--- config.mk ---
export PLATFORM = sky130hd
export DESIGN_NAME = pif_flags
export DESIGN_NICKNAME = d
export VERILOG_FILES = /design/src/logic/pif_flags.v
export VERILOG_INCLUDE_DIRS = /design/src /design/src/logic
export SDC_FILE = /design/constraint.sdc
export NUM_CORES = 1
export LEC_CHECK = 0
export ABC_AREA = 1
export BUFFER_PORTS_ARGS = -buffer_cell sky130_fd_sc_hd__buf_2
export CAP_MARGIN = 20
export CORE_ASPECT_RATIO = 1.1
export CORE_MARGIN = 2
export CORE_UTILIZATION = 37
export DETAILED_ROUTE_END_ITERATION = 6
export PLACE_DENSITY = 0.63
export RECOVER_POWER = 100
export SLEW_MARGIN = 15
export SYNTH_ARGS = -nofsm -noshare
export SYNTH_HDL_FRONTEND = slang
export SYNTH_SLANG_ARGS = --single-unit
--- constraint.sdc ---
create_clock -name i_clk -period 2.2 [get_ports i_clk]
set_clock_uncertainty 0.1 [all_clocks]
set_input_delay 0.55 -clock i_clk [delete_from_list [all_inputs] [get_ports i_clk]]
set_output_delay 0.55 -clock i_clk [all_outputs]
set_load 0.005 [all_outputs]
--- src/logic/pif_map.vh ---
// Register map, field positions and reset values of the second peripheral flag register
`ifndef PIF_MAP_VH
`define PIF_MAP_VH
// Printed offset 0Dh is not a multiple of four: it is an index, byte address is index * 4
`define PIF_IDX_FLAGS 8'h0D
`define PIF_IDX_MASK 8'h0E
`define PIF_IDX_SOURCE 8'h0F
`define PIF_ADDR_FLAGS 10'h034
`define PIF_ADDR_MASK 10'h038
`define PIF_ADDR_SOURCE 10'h03C
`define PIF_BIT_OSC_FAIL 7
`define PIF_BIT_CMP_TWO 6
`define PIF_BIT_CMP_ONE 5
`define PIF_BIT_LCD 4
`define PIF_BIT_LVD 2
`define PIF_BIT_CCP_TWO 0
`define PIF_FLAGS_RESET 8'h00
`define PIF_MASK_RESET 8'h00
`define PIF_FLAG_BIT_RESET 1'b0
`define PIF_WARMUP_EDGES 3'h4
`define PIF_IMPL_BITS 8'hF5
`define PIF_SW_WRITE_BITS 8'hC5
`define PIF_CCP_MODE_PWM 2'h2
`define PIF_CCP_MODE_RESET 2'h0
`endif

--- src/logic/pif_flags.v ---
// Second peripheral interrupt flag register with Avalon-MM slave and masked interrupt
//
// Chosen here: the Avalon-MM slave port.
`timescale 1ns/1ns
`default_nettype none
`include "pif_map.vh"

// Three-flop input filter with change and rising-edge detection for one event source
module pif_sync #(
  parameter IDLE_LEVEL = 1'b0
) (
  input wire i_clk,
  input wire i_reset,
  input wire i_pin,
  input wire i_arm,
  output wire o_change,
  output wire o_rise
);

  reg s1_ff;
  reg s2_ff;
  reg s3_ff;
  reg level_ff;
  wire agree;

  // Only stage two reads stage one; stage three guards against a late metastable flip
  assign agree = ~(s2_ff ^ s3_ff);
  assign o_change = i_arm & agree & (level_ff ^ s3_ff);
  assign o_rise = o_change & s3_ff;

  always @(posedge i_clk or posedge i_reset) begin
    if (i_reset) begin
      s1_ff <= IDLE_LEVEL;
      s2_ff <= IDLE_LEVEL;
      s3_ff <= IDLE_LEVEL;
      level_ff <= IDLE_LEVEL;
    end else begin
      s1_ff <= i_pin;
      s2_ff <= s1_ff;
      s3_ff <= s2_ff;
      // Before arming the reference tracks the pin, so start-up levels raise nothing
      if (!i_arm) begin
        level_ff <= s3_ff;
      end else if (agree) begin
        level_ff <= s3_ff;
      end
    end
  end

endmodule

// One sticky flag: an event sets it, software clears it, and a set in the same cycle wins
module pif_flag_bit #(
  parameter RESET_VALUE = 1'b0
) (
  input wire i_clk,
  input wire i_reset,
  input wire i_set,
  input wire i_clear,
  output reg o_flag
);

  always @(posedge i_clk or posedge i_reset) begin
    if (i_reset) begin
      o_flag <= RESET_VALUE;
    end else if (i_set) begin
      o_flag <= 1'b1;
    end else if (i_clear) begin
      o_flag <= 1'b0;
    end
  end

endmodule

// Contract
// - Flags set on their event regardless of enable bits or global enable.
// - Bit 7 set on oscillator failure with switch to internal oscillator; software clears.
// - Bit 6 set on comparator 2 change, bit 5 on comparator 1 change.
// - Register at index 0Dh, resets zero; bits 5,4 read-only (here a written one clears them too); 3,1 read zero.
module pif_flags (
  input wire i_clk,
  input wire i_reset,
  input wire [9:0] i_avs_address,
  input wire i_avs_read,
  input wire i_avs_write,
  input wire [31:0] i_avs_writedata,
  input wire [3:0] i_avs_byteenable,
  output reg [31:0] o_avs_readdata,
  output reg o_avs_waitrequest,
  output reg [1:0] o_avs_response,
  input wire i_osc_fail_switch,
  input wire i_cmp_one_out,
  input wire i_cmp_two_out,
  input wire i_lcd_event,
  input wire i_lvd_event,
  input wire i_ccp_two_event,
  output reg o_irq
);

  reg [2:0] warm_cnt_ff;
  reg [7:0] mask_ff;
  reg [1:0] ccp_mode_ff;
  reg ack_ff;
  reg [7:0] clr_vec;
  reg [31:0] rd_mux;
  reg rd_ok;
  wire arm;
  wire req;
  wire wr_lo;
  wire wr_flags;
  wire wr_mask;
  wire wr_source;
  wire ccp_pwm;
  wire [7:0] flags;
  wire osc_rise;
  wire cmp_two_change;
  wire cmp_one_change;
  wire lcd_rise;
  wire lvd_rise;
  wire ccp_rise;

  // Filters arm only once their stages hold real pin samples, so no false edge follows reset
  assign arm = (warm_cnt_ff == `PIF_WARMUP_EDGES);

  always @(posedge i_clk or posedge i_reset) begin
    if (i_reset) begin
      warm_cnt_ff <= 3'h0;
    end else if (!arm) begin
      warm_cnt_ff <= warm_cnt_ff + 3'h1;
    end
  end

  // Bus decode: a request acts once, in the cycle before its answer
  assign req = (i_avs_read | i_avs_write) & ~ack_ff;
  assign wr_lo = i_avs_write & ~ack_ff & i_avs_byteenable[0];
  assign wr_flags = wr_lo & (i_avs_address == `PIF_ADDR_FLAGS);
  assign wr_mask = wr_lo & (i_avs_address == `PIF_ADDR_MASK);
  assign wr_source = wr_lo & (i_avs_address == `PIF_ADDR_SOURCE);
  assign ccp_pwm = (ccp_mode_ff == `PIF_CCP_MODE_PWM);

  // Event sources arrive from other domains and pass three flops each
  pif_sync #(
    .IDLE_LEVEL(1'b0)
  ) osc_sync_inst (
    .i_clk(i_clk),
    .i_reset(i_reset),
    .i_pin(i_osc_fail_switch),
    .i_arm(arm),
    .o_change(),
    .o_rise(osc_rise)
  );

  pif_sync #(
    .IDLE_LEVEL(1'b0)
  ) cmp_two_sync_inst (
    .i_clk(i_clk),
    .i_reset(i_reset),
    .i_pin(i_cmp_two_out),
    .i_arm(arm),
    .o_change(cmp_two_change),
    .o_rise()
  );

  pif_sync #(
    .IDLE_LEVEL(1'b0)
  ) cmp_one_sync_inst (
    .i_clk(i_clk),
    .i_reset(i_reset),
    .i_pin(i_cmp_one_out),
    .i_arm(arm),
    .o_change(cmp_one_change),
    .o_rise()
  );

  pif_sync #(
    .IDLE_LEVEL(1'b0)
  ) lcd_sync_inst (
    .i_clk(i_clk),
    .i_reset(i_reset),
    .i_pin(i_lcd_event),
    .i_arm(arm),
    .o_change(),
    .o_rise(lcd_rise)
  );

  pif_sync #(
    .IDLE_LEVEL(1'b0)
  ) lvd_sync_inst (
    .i_clk(i_clk),
    .i_reset(i_reset),
    .i_pin(i_lvd_event),
    .i_arm(arm),
    .o_change(),
    .o_rise(lvd_rise)
  );

  pif_sync #(
    .IDLE_LEVEL(1'b0)
  ) ccp_sync_inst (
    .i_clk(i_clk),
    .i_reset(i_reset),
    .i_pin(i_ccp_two_event),
    .i_arm(arm),
    .o_change(),
    .o_rise(ccp_rise)
  );

  // Writing a one clears a flag; software can never set one, so no event is faked
  always @* begin
    clr_vec = 8'h00;
    if (wr_flags) begin
      clr_vec = i_avs_writedata[7:0] & `PIF_IMPL_BITS;
    end
  end

  // Enables play no part in setting; set beats a clear in the same cycle
  pif_flag_bit #(
    .RESET_VALUE(`PIF_FLAG_BIT_RESET)
  ) osc_flag_inst (
    .i_clk(i_clk),
    .i_reset(i_reset),
    .i_set(osc_rise),
    .i_clear(clr_vec[`PIF_BIT_OSC_FAIL]),
    .o_flag(flags[`PIF_BIT_OSC_FAIL])
  );

  pif_flag_bit #(
    .RESET_VALUE(`PIF_FLAG_BIT_RESET)
  ) cmp_two_flag_inst (
    .i_clk(i_clk),
    .i_reset(i_reset),
    .i_set(cmp_two_change),
    .i_clear(clr_vec[`PIF_BIT_CMP_TWO]),
    .o_flag(flags[`PIF_BIT_CMP_TWO])
  );

  pif_flag_bit #(
    .RESET_VALUE(`PIF_FLAG_BIT_RESET)
  ) cmp_one_flag_inst (
    .i_clk(i_clk),
    .i_reset(i_reset),
    .i_set(cmp_one_change),
    .i_clear(clr_vec[`PIF_BIT_CMP_ONE]),
    .o_flag(flags[`PIF_BIT_CMP_ONE])
  );

  pif_flag_bit #(
    .RESET_VALUE(`PIF_FLAG_BIT_RESET)
  ) lcd_flag_inst (
    .i_clk(i_clk),
    .i_reset(i_reset),
    .i_set(lcd_rise),
    .i_clear(clr_vec[`PIF_BIT_LCD]),
    .o_flag(flags[`PIF_BIT_LCD])
  );

  pif_flag_bit #(
    .RESET_VALUE(`PIF_FLAG_BIT_RESET)
  ) lvd_flag_inst (
    .i_clk(i_clk),
    .i_reset(i_reset),
    .i_set(lvd_rise),
    .i_clear(clr_vec[`PIF_BIT_LVD]),
    .o_flag(flags[`PIF_BIT_LVD])
  );

  pif_flag_bit #(
    .RESET_VALUE(`PIF_FLAG_BIT_RESET)
  ) ccp_flag_inst (
    .i_clk(i_clk),
    .i_reset(i_reset),
    .i_set(ccp_rise & ~ccp_pwm),
    .i_clear(clr_vec[`PIF_BIT_CCP_TWO]),
    .o_flag(flags[`PIF_BIT_CCP_TWO])
  );

  // Unimplemented bits read zero
  assign flags[3] = 1'b0;
  assign flags[1] = 1'b0;

  always @* begin
    rd_ok = 1'b1;
    rd_mux = 32'h0000_0000;
    case (i_avs_address)
      `PIF_ADDR_FLAGS: rd_mux = {24'h000000, flags};
      `PIF_ADDR_MASK: rd_mux = {24'h000000, mask_ff};
      `PIF_ADDR_SOURCE: rd_mux = {30'h00000000, ccp_mode_ff};
      default: rd_ok = 1'b0;
    endcase
  end

  // One-cycle wait state: each request is answered at the second edge
  always @(posedge i_clk or posedge i_reset) begin
    if (i_reset) begin
      mask_ff <= `PIF_MASK_RESET;
      ccp_mode_ff <= `PIF_CCP_MODE_RESET;
      ack_ff <= 1'b0;
      o_avs_waitrequest <= 1'b1;
      o_avs_readdata <= 32'h0000_0000;
      o_avs_response <= 2'h0;
      o_irq <= 1'b0;
    end else begin
      ack_ff <= req;
      o_avs_waitrequest <= ~req;
      if (req) begin
        o_avs_readdata <= i_avs_read ? rd_mux : 32'h0000_0000;
        o_avs_response <= rd_ok ? 2'h0 : 2'h3;
      end
      if (wr_mask) begin
        mask_ff <= i_avs_writedata[7:0] & `PIF_IMPL_BITS;
      end
      if (wr_source) begin
        ccp_mode_ff <= i_avs_writedata[1:0];
      end
      o_irq <= |(flags & mask_ff);
    end
  end

endmodule
`default_nettype wire

==> out/metrics.csv, run 1 <==
stage,metric,value,unit
outcome,outcome,"finished, final reports clean",
worst_setup_path,crit_chain,"buf_2, nor2_1, nand2_2, nor2_1, nand3_2, nand2_1, o21ai_0",
detailed_routing,drt-total-wl,3620,um
timing,drv_slew,0,
final_layout,final_cell_mix,"nand2_1 (70), dfrtp_1 (51), buf_2 (37)",
worst_setup_path,timing.critical_path.buf_inv,1,
clock_tree,cts_max_level,2,
hold_path,hold_class,input pin to asynchronous set/reset pin,
timing,hold_viol_final,0,
timing,tightest_slew,0.813,ns
detailed_routing,firstDrtPassIters,4,
final_layout,fill_cells,660,
clock_tree,clkTransAtPathRegs,0.08,ns
detailed_routing,vias,1574,
timing,grt_setup_unrepaired,no,
placement,gp_congestion,0.710,
grt,antenna_found_initial,0,
final_layout,n_antenna_cell,0,
power_and_ir_drop,power_frac_seq,61.3,%
timing,max_freq,584,MHz
clock_tree,clkLatencyLatePin,0.30,ns
grt,overflow,0,
power_and_ir_drop,switching_share,23.5,%
placement,dp.cells,365,
worst_setup_path,crit_type,input pin to flop,
worst_setup_path,max_stage_delay,0.43,ns
yosys,synthCells,251,
flow_run,maxCapViolCount,0,
final_layout,seqCellArea,0.00130,mm2
power_and_ir_drop,combPwrFrac,7.8,%
floorplanning,die_h,87.9,um
floorplanning,core-area,0.00619,mm2
final_layout,area_growth,8.76,%
worst_setup_path,crit_slowest_cell,nor2_1,
power_and_ir_drop,p_leak,1.37,nW
clock_tree,cts_buffers,5,
timing,timing.final.ws_setup,0.488,ns
grt,grt_pass1_vias,1583,
yosys,yosysSeqAreaShare,55.0,%
power_and_ir_drop,power_density,642,mW/mm2
power_and_ir_drop,power.switching,0.000390,W
worst_setup_path,crit_path_max_fanout,12,
worst_setup_path,cpLargestDelayFamily,simple AND/OR/NAND/NOR gates,
final_layout,fin_util,41.6,%
grt,grt_use_total,12.2,%
final_layout,stdcell_count,373,
final_layout,finalNetCount,350,
worst_setup_path,cp_common_cell,nor2_1,
yosys,yosysWarnings,0,
clock_tree,cts_resized,0,
power_and_ir_drop,p_int,0.00127,W
yosys,synth.distinct_cells,29,
yosys,ys_ff_latch,52,
yosys,syn_area,0.00237,mm2
clock_tree,clock_sinks,52,
clock_tree,cts_setup_buffers,0,
detailed_routing,drt_first_iter_violations,61,
timing,min_period,1.71,ns
grt,grt_pass1_wl,6660,um
clock_tree,cts_tree,done,
floorplanning,fp.dieW,80.3,um
final_layout,layout_commonest_cell,nand2_1,
power_and_ir_drop,pwr-share-clk,30.9,%
placement,port-buffer-count,38,
power_and_ir_drop,power,0.00166,W
grt,grt_max_degree,35,
timing,setup_tns,0,ns
floorplanning,num_rows,30,
detailed_routing,drc,0,
placement,place_ws,0.432,ns
timing,setup_viol,0,
detailed_routing,wl_per_cell,9.70,um
floorplanning,num_io_pins,92,
clock_tree,clock_path_buffers,2,
yosys,syn_avg_cell_area,9.44,um2
power_and_ir_drop,ir_drop,0.355,mV
placement,hpwl,2790,um
worst_setup_path,cp.required,2.28,ns
worst_setup_path,critPathCaptureType,flop,
clock_tree,clockRootBuffer,clkbuf_8,
worst_setup_path,crit_path_start_kind,input pin,
floorplanning,initial_core_util,38.3,%
timing,slew_headroom,45.8,%
worst_setup_path,cp.arrival,1.79,ns
clock_tree,cts_hold_buf,0,
detailed_routing,via_per_inst,4.22,
timing,fin_crit_sh,77.8,%
floorplanning,dieArea,0.00706,mm2
detailed_routing,drtAntennaViolNets,0,
final_layout,multi_input_area,798,um2
final_layout,drive_above_1_share,19.5,%
## synthesized netlist by cell type
cell type	count	area, um2
buf_4	27	203
dfstp_2	1	26.3
xor2_1	3	26.3
nor2_1	13	48.8
a31oi_1	4	25.0
inv_1	23	86.3
nor2_4	4	45.0
nor2_8	1	20.0
nand3_2	1	10.0
buf_2	1	5.00
xnor2_1	1	8.76
conb_1	1	3.75
nand2_1	70	263
o2111ai_1	1	8.76
ha_1	2	25.0
nand2_2	2	12.5
o21ai_2	7	61.3
o211ai_1	2	15.0
nand4_1	3	18.8
a21oi_1	3	15.0
a221oi_1	1	8.76
nand3_1	17	85.1
buf_6	2	22.5
inv_2	2	7.51
o22ai_1	1	6.26
dfrtp_1	51	1280
or2_2	1	6.26
o21ai_0	5	25.0
o21ai_1	1	5.00
## final timing paths
path                                          startpoint  cells after the start                                 end  slack, ns
setup / recovery                        i_avs_address[1]                      7              mask_ff[4]$_DFFE_PP0P_       0.49
hold / removal                                   i_reset                      2       lcd_sync_inst.s1_ff$_DFF_PP0_       0.24
setup reg to reg              warm_cnt_ff[0]$_DFFE_PP0N_                      7  osc_sync_inst.level_ff$_DFFE_PP0P_       0.55
hold reg to reg            lcd_sync_inst.s1_ff$_DFF_PP0_                      0       lcd_sync_inst.s2_ff$_DFF_PP0_       0.25
max in group asynchronous                        i_reset                      3       o_avs_readdata[4]$_DFFE_PP0P_       0.52
min in group i_clk                     i_osc_fail_switch                      1       osc_sync_inst.s1_ff$_DFF_PP0_       0.25
## per-layer routing
layer  share of wire, %  track usage [%]  wire [um]  vias up
met5                  0                0          0        -
met4               0.99             4.16         36        0
met3                5.4             3.81        194        4
met2                 50             21.4       1800       42
met1                 44             14.2       1590      707
li1                   -                -          -      821
## worst reg2reg max path, stage by stage, from the launching register on
cell	delay, ns
dfrtp_1	0.41
inv_1	0.06
ha_1	0.13
nand2_1	0.15
inv_1	0.35
nand2_1	0.12
o22ai_1	0.17
inv_1	0.05
## metrics by stage
stage | hold WS (ns) | instance area (um2)
global route | 0.221 | 2580
global placement | 0.231 | 2550
CTS | 0.143 | 2630
floorplan | 0.231 | 2460
detailed placement | 0.235 | 2550
finish | 0.241 | 2580
## layout make-up
cell class | count | share of cell area, %
inverters | 25 | 3.64
clock buffers | 7 | 2.96
clock inverters | 1 | 0.194
well taps | 80 | 3.88
multi-input cells | 168 | 31.0
flip-flops and latches | 52 | 50.5
repair buffers | 40 | 7.82
## cells by family after synthesis
logic type / Yosys count / share of synthesized area [%]
AO/OA/AOI/OAI: 25 / 7.18
XOR/XNOR: 4 / 1.48
adder cells (fa/ha/maj): 2 / 1.06
buffers and inverters: 55 / 13.7
flip-flops: 52 / 55.0
other: 1 / 0.158
AND/OR/NAND/NOR: 112 / 21.5
## power groups by stage
stage / Combinational [W] / Clock [W] / Sequential, W
after floorplan: 0.000121 / 0 / 0.00103
after global placement: 0.000136 / 0 / 0.00103
after detailed placement: 0.000139 / 0 / 0.00103
after CTS: 0.000140 / 0.000538 / 0.00102
after global routing: 0.000155 / 0.000583 / 0.00102
final: 0.000129 / 0.000512 / 0.00101
## sequential cells by signal (all words and copies together), names as in the netlist, 2 cells and up
| register | cells |
|---|---|
| o_avs_readdata | 7 |
| ccp_mode_ff | 2 |
| warm_cnt_ff | 3 |
| mask_ff | 6 |
No activity file was read; power rests on OpenSTA's default activity.
==> inputs of run 2 (changes only) <==
PLACE_DENSITY = 0.66   (was 0.63)
clock period = 1.4 ns   (was 2.2 ns; I/O delays follow)
==> out/metrics.csv, run 2 (synthesized netlist as in run 1, its figures left out) <==
stage,metric,value,unit,change
floorplanning,num_rows,30,,unchanged
final_layout,top_register,o_avs_readdata,,
detailed_routing,vias,1626,,+3.3%
grt,grt_max_degree,24,,-31%
placement,place_ws,-0.0834,ns,-0.515 ns
final_layout,finalNetCount,359,,+2.6%
timing,drv_slew,0,,unchanged
power_and_ir_drop,p_leak,1.46,nW,+6.3%
clock_tree,clock_sinks,52,,unchanged
final_layout,largest_reg_flops,7,,unchanged
worst_setup_path,timing.critical_path.buf_inv,1,,unchanged
final_layout,area_growth,13.9,%,
grt,grt_use_total,11.5,%,-0.69 points
worst_setup_path,crit_chain,buf_2,,
worst_setup_path,cp.required,0.95,ns,-1.33 ns
timing,timing.final.ws_setup,0.0207,ns,-0.467 ns
worst_setup_path,crit_path_start_kind,flop,,
floorplanning,initial_core_util,38.3,%,unchanged
clock_tree,clkTransAtPathRegs,0.10,ns,+0.02 ns
timing,tightest_slew,0.503,ns,-0.310 ns
detailed_routing,drt_first_iter_violations,50,,-18%
worst_setup_path,cpLargestDelayFamily,flip-flops,,
timing,hold_viol_final,0,,unchanged
worst_setup_path,crit_slowest_cell,dfstp_2,,
grt,grt_pass1_vias,1463,,-7.6%
timing,grt_setup_unrepaired,yes,,
final_layout,drive_above_1_share,24.2,%,+4.7 points
power_and_ir_drop,power,0.00269,W,+62%
clock_tree,clockRootBuffer,clkbuf_8,,
grt,overflow,0,,unchanged
final_layout,fill_cells,631,,-4.4%
final_layout,fin_util,43.6,%,+2.0 points
timing,fin_crit_sh,98.5,%,
placement,port-buffer-count,38,,unchanged
hold_path,hold_start,i_lvd_event,,
power_and_ir_drop,ir_drop,0.611,mV,+72%
final_layout,layout_commonest_cell,nand2_1,,
final_layout,stdcell_count,382,,+2.4%
timing,min_period,1.38,ns,
worst_setup_path,critPathCaptureType,output port,,
detailed_routing,drc,0,,unchanged
power_and_ir_drop,power_density,995,mW/mm2,+55%
floorplanning,fp.dieW,80.3,um,unchanged
floorplanning,num_io_pins,92,,unchanged
clock_tree,cts_max_level,2,,unchanged
outcome,outcome,"finished, final reports clean",,
clock_tree,clkLatencyLatePin,0.31,ns,about the same
worst_setup_path,crit_path_max_fanout,1,,-11
grt,grt_pass1_wl,6150,um,-7.6%
worst_setup_path,timing.rr.start,ack_ff$_DFF_PP0_,,
placement,gp_congestion,0.684,,-3.6%
detailed_routing,drtAntennaViolNets,0,,unchanged
worst_setup_path,cp.arrival,0.93,ns,-0.86 ns
floorplanning,dieArea,0.00706,mm2,unchanged
detailed_routing,firstDrtPassIters,4,,unchanged
grt,antenna_found_initial,0,,unchanged
flow_run,maxCapViolCount,0,,unchanged
worst_setup_path,max_stage_delay,0.52,ns,+0.09 ns
final_layout,reg_top3,"o_avs_readdata: 7 flops, mask_ff: 6 flops, warm_cnt_ff: 3 flops",,
timing,max_freq,725,MHz,
final_layout,n_antenna_cell,0,,unchanged
floorplanning,die_h,87.9,um,unchanged
hold_path,hold_class,input pin to flop,,
detailed_routing,drt-total-wl,3780,um,+4.3%
clock_tree,clock_path_buffers,2,,unchanged
detailed_routing,wl_per_cell,9.88,um,+1.9%
final_layout,final_cell_mix,"nand2_1 (70), dfrtp_1 (51), buf_2 (36)",,
timing,slew_headroom,66.5,%,+21 points
clock_tree,cts_tree,done,,
worst_setup_path,startpoint,o_avs_waitrequest$_DFF_PP1_,,
placement,hpwl,2920,um,+4.5%
placement,dp.cells,372,,+1.9%
floorplanning,core-area,0.00619,mm2,unchanged
clock_tree,cts_buffers,5,,unchanged
worst_setup_path,crit_type,flop to output port,,
detailed_routing,via_per_inst,4.26,,+0.87%
timing,setup_viol,0,,unchanged
## run 2: cell count changes in the layout (fill, tap and decap cells not counted), sizes merged
cell / delta
clkbuf: +1
dlygate4sd3: +1
clkinv: +1
clkinvlp: +1
buf: +5
## run 2: where the power goes
| group | switching, W | leakage [nW] | internal, W |
|---|---|---|---|
| registers | 0.0000328 | 0.619 | 0.00156 |
| logic | 0.000134 | 0.789 | 0.0000826 |
| clock network | 0.000514 | 0.0485 | 0.000359 |
## run 2: final timing paths
| check | to | slack, ns | cells past startpoint |
|---|---|---|---|
| max | o_avs_waitrequest | 0.02 | 1 |
| min | lvd_sync_inst.s1_ff$_DFF_PP0_ | 0.04 | 1 |
| max reg2reg | mask_ff[5]$_DFFE_PP0P_ | 0.08 | 5 |
| min reg2reg | osc_sync_inst.s2_ff$_DFF_PP0_ | 0.25 | 0 |
| max in group asynchronous | o_avs_waitrequest$_DFF_PP1_ | 0.10 | 4 |
| min in group asynchronous | lvd_sync_inst.s1_ff$_DFF_PP0_ | 0.43 | 3 |
## run 2: layout make-up
type	instances	area [um2]	area share [%]
Inverter	25	97.6	3.61
Timing Repair Buffer	49	283	10.5
Clock inverter	3	22.5	0.834
Multi-Input combinational cell	168	826	30.6
Clock buffer	5	68.8	2.55
Sequential cell	52	1300	48.2
Tap cell	80	100	3.71
## run 2: through the flow
step	setup TNS, ns	hold WS, ns	cell area (um2)
CTS	0	0.0277	2740
global route	-0.0822	0.0140	2700
global placement	-0.363	0.231	2640
finish	0	0.0357	2700
floorplan	0	0.231	2460
detailed placement	-0.629	0.236	2640
## run 2: per-layer routing
metal | vias up | part of all wire [%] | track usage, %
met4 | 0 | 1.5 | 4.16
met3 | 5 | 5.1 | 4.33
met1 | 741 | 43 | 12.9
met5 | - | 0 | 0
li1 | 842 | - | -
met2 | 38 | 50 | 20.1
## run 2: timing repair
item	CTS	global route
endpoints found under the hold margin	13	0
buffers inserted	0	1
setup endpoints to repair	0	10
gates resized for setup	0	2
hold buffers	1	0
==> inputs of run 3 (changes only) <==
PLACE_DENSITY = 0.63   (was 0.66)
clock period = 1.75 ns   (was 1.4 ns; I/O delays follow)
==> out/metrics.csv, run 3 (synthesized netlist as in run 1, its figures left out) <==
stage,metric,value,unit,change
clock_tree,cts_resized,0,,unchanged
timing,hold_ws,0.125,ns,+0.0889 ns
timing,fin_crit_sh,83.0,%,
timing,grt_setup_unrepaired,no,,
worst_setup_path,cp.required,1.21,ns,+0.26 ns
final_layout,finalNetCount,353,,-1.7%
timing,tightest_slew,0.639,ns,+0.136 ns
clock_tree,clockRootBuffer,clkbuf_8,,
final_layout,area_growth,11.2,%,
worst_setup_path,crit_path_start_kind,flop,,
clock_tree,cts_max_level,2,,unchanged
clock_tree,clock_path_buffers,2,,unchanged
worst_setup_path,crit_slowest_cell,dfstp_2,,
grt,grt_pass1_wl,6220,um,+1.0%
floorplanning,initial_core_util,38.3,%,unchanged
grt,grt_pass1_vias,1504,,+2.8%
floorplanning,num_io_pins,92,,unchanged
outcome,outcome,"finished, final reports clean",,
timing,setup_viol,0,,unchanged
detailed_routing,drc,0,,unchanged
power_and_ir_drop,switching_share,24.8,%,-0.55 points
power_and_ir_drop,ir_drop,0.598,mV,-2.2%
final_layout,final_cell_mix,"nand2_1 (71), dfrtp_1 (51), buf_2 (35)",,
worst_setup_path,timing.critical_path.buf_inv,1,,unchanged
grt,grt_use_total,11.4,%,-0.081 points
detailed_routing,via_per_inst,4.21,,-1.1%
worst_setup_path,r2r_cells,7,,+2
floorplanning,die_h,87.9,um,unchanged
placement,port-buffer-count,38,,unchanged
worst_setup_path,crit_chain,buf_2,,
worst_setup_path,crit_path_end,o_avs_waitrequest,,
clock_tree,cts_tree,done,,
detailed_routing,vias,1583,,-2.6%
floorplanning,num_rows,30,,unchanged
detailed_routing,drt-total-wl,3640,um,-3.7%
clock_tree,cts_buffers,5,,unchanged
worst_setup_path,startpoint,o_avs_waitrequest$_DFF_PP1_,,
detailed_routing,drt_first_iter_violations,71,,+42%
worst_setup_path,max_stage_delay,0.52,ns,about the same
final_layout,top_register,o_avs_readdata,,
grt,overflow,0,,unchanged
final_layout,drive_above_1_share,20.3,%,-3.9 points
power_and_ir_drop,p_leak,1.41,nW,-3.2%
final_layout,layout_commonest_cell,nand2_1,,
final_layout,reg_top3,"o_avs_readdata: 7 flops, mask_ff: 6 flops, warm_cnt_ff: 3 flops",,
worst_setup_path,critPathCaptureType,output port,,
floorplanning,fp.dieW,80.3,um,unchanged
worst_setup_path,rrSetupSlack,0.33,ns,+0.25 ns
timing,hold_viol_final,0,,unchanged
timing,drv_slew,0,,unchanged
power_and_ir_drop,combPwrFrac,7.9,%,-0.2 points
final_layout,n_antenna_cell,0,,unchanged
detailed_routing,wl_per_cell,9.67,um,-2.1%
clock_tree,clkTransAtPathRegs,0.10,ns,about the same
power_and_ir_drop,power_frac_seq,59.9,%,+0.5 points
detailed_routing,drtAntennaViolNets,0,,unchanged
timing,max_freq,689,MHz,
worst_setup_path,path_depth,1,,unchanged
power_and_ir_drop,p_int,0.00160,W,-20%
worst_setup_path,timing.rr.start,warm_cnt_ff[0]$_DFFE_PP0N_,,
timing,slew_headroom,57.2,%,-9.3 points
grt,antenna_found_initial,0,,unchanged
clock_tree,clock_sinks,52,,unchanged
timing,min_period,1.45,ns,
final_layout,multi_input_area,812,um2,-1.7%
clock_tree,clkLatencyLatePin,0.31,ns,about the same
power_and_ir_drop,pwr-share-clk,32.2,%,-0.3 points
worst_setup_path,cpLargestDelayFamily,flip-flops,,
hold_path,hold_class,input pin to flop,,
floorplanning,dieArea,0.00706,mm2,unchanged
final_layout,seqCellArea,0.00130,mm2,unchanged
placement,hpwl,2760,um,-5.4%
worst_setup_path,crit_path_max_fanout,1,,unchanged
grt,grt_max_degree,40,,+67%
flow_run,maxCapViolCount,0,,unchanged
final_layout,fill_cells,650,,+3.0%
worst_setup_path,cp.arrival,0.91,ns,-0.02 ns
power_and_ir_drop,power.switching,0.000529,W,-22%
worst_setup_path,crit_type,flop to output port,,
final_layout,largest_reg_flops,7,,unchanged
timing,setup_tns,0,ns,unchanged
worst_setup_path,reg2reg_to,lcd_sync_inst.level_ff$_DFFE_PP0P_,,
clock_tree,cts_setup_buffers,0,,unchanged
detailed_routing,firstDrtPassIters,4,,unchanged
power_and_ir_drop,power_density,808,mW/mm2,-19%
placement,gp_congestion,0.720,,+5.2%
floorplanning,core-area,0.00619,mm2,unchanged
## run 3: power groups by stage
stage	clock network (W)	registers, W	logic [W]
detailed placement	0	0.00130	0.000176
global route	0.000776	0.00128	0.000201
CTS	0.000722	0.00128	0.000178
global placement	0	0.00130	0.000172
floorplan	0	0.00130	0.000152
finish	0.000685	0.00128	0.000169
## run 3: worst reg2reg max path: stages (launching register included)
cell and delay [ns]:
dfrtp_1 0.42, inv_1 0.07, ha_1 0.13, nand2_1 0.06
inv_1 0.09, clkbuf_2 0.24, a21oi_1 0.10, a31oi_1 0.14
## run 3: final cells by class
type                       instances  share of cell area, %
timing repair buffer              43                   8.88
inverter                          25                   3.61
tap                               80                   3.80
clock inverter                     3                  0.855
multi-input combinational        168                   30.8
sequential                        52                   49.4
clock buffer                       5                   2.61
## run 3: worst min path at each step
stage,from,endpoint,slack [ns],cells after the start
after global placement,osc_sync_inst.s1_ff$_DFF_PP0_,osc_sync_inst.s2_ff$_DFF_PP0_,0.23,0
after detailed placement,osc_sync_inst.s1_ff$_DFF_PP0_,osc_sync_inst.s2_ff$_DFF_PP0_,0.23,0
after CTS,i_cmp_two_out,cmp_two_sync_inst.s1_ff$_DFF_PP0_,0.11,1
final,i_cmp_two_out,cmp_two_sync_inst.s1_ff$_DFF_PP0_,0.12,1
after floorplan,ccp_sync_inst.s1_ff$_DFF_PP0_,ccp_sync_inst.s2_ff$_DFF_PP0_,0.23,0
after global routing,i_cmp_two_out,cmp_two_sync_inst.s1_ff$_DFF_PP0_,0.11,1
## run 3: per-stage QoR
step	total power, W	util (%)	setup slack [ns]	cells	instance area (um2)
after floorplan	0.00145	-	0.357	275	2460
after global placement	0.00147	41.4	0.115	367	2570
after detailed placement	0.00148	41.4	0.111	367	2570
after CTS	0.00218	43.1	0.281	376	2670
after global routing	0.00226	42.5	0.193	376	2640
final	0.00213	42.5	0.298	376	2640
## run 3: routing by layer
metal	wire length, um	vias to the layer above	track usage [%]
li1	-	824	-
met1	1550	719	13.4
met2	1860	32	19.8
met3	166	8	2.78
met4	66	0	5.08
met5	0	-	0
## run 3: repair_timing
action,4_1_cts,5_1_grt
endpoints found under the hold margin,13,0
hold buffers,1,0
setup endpoints to repair,0,0
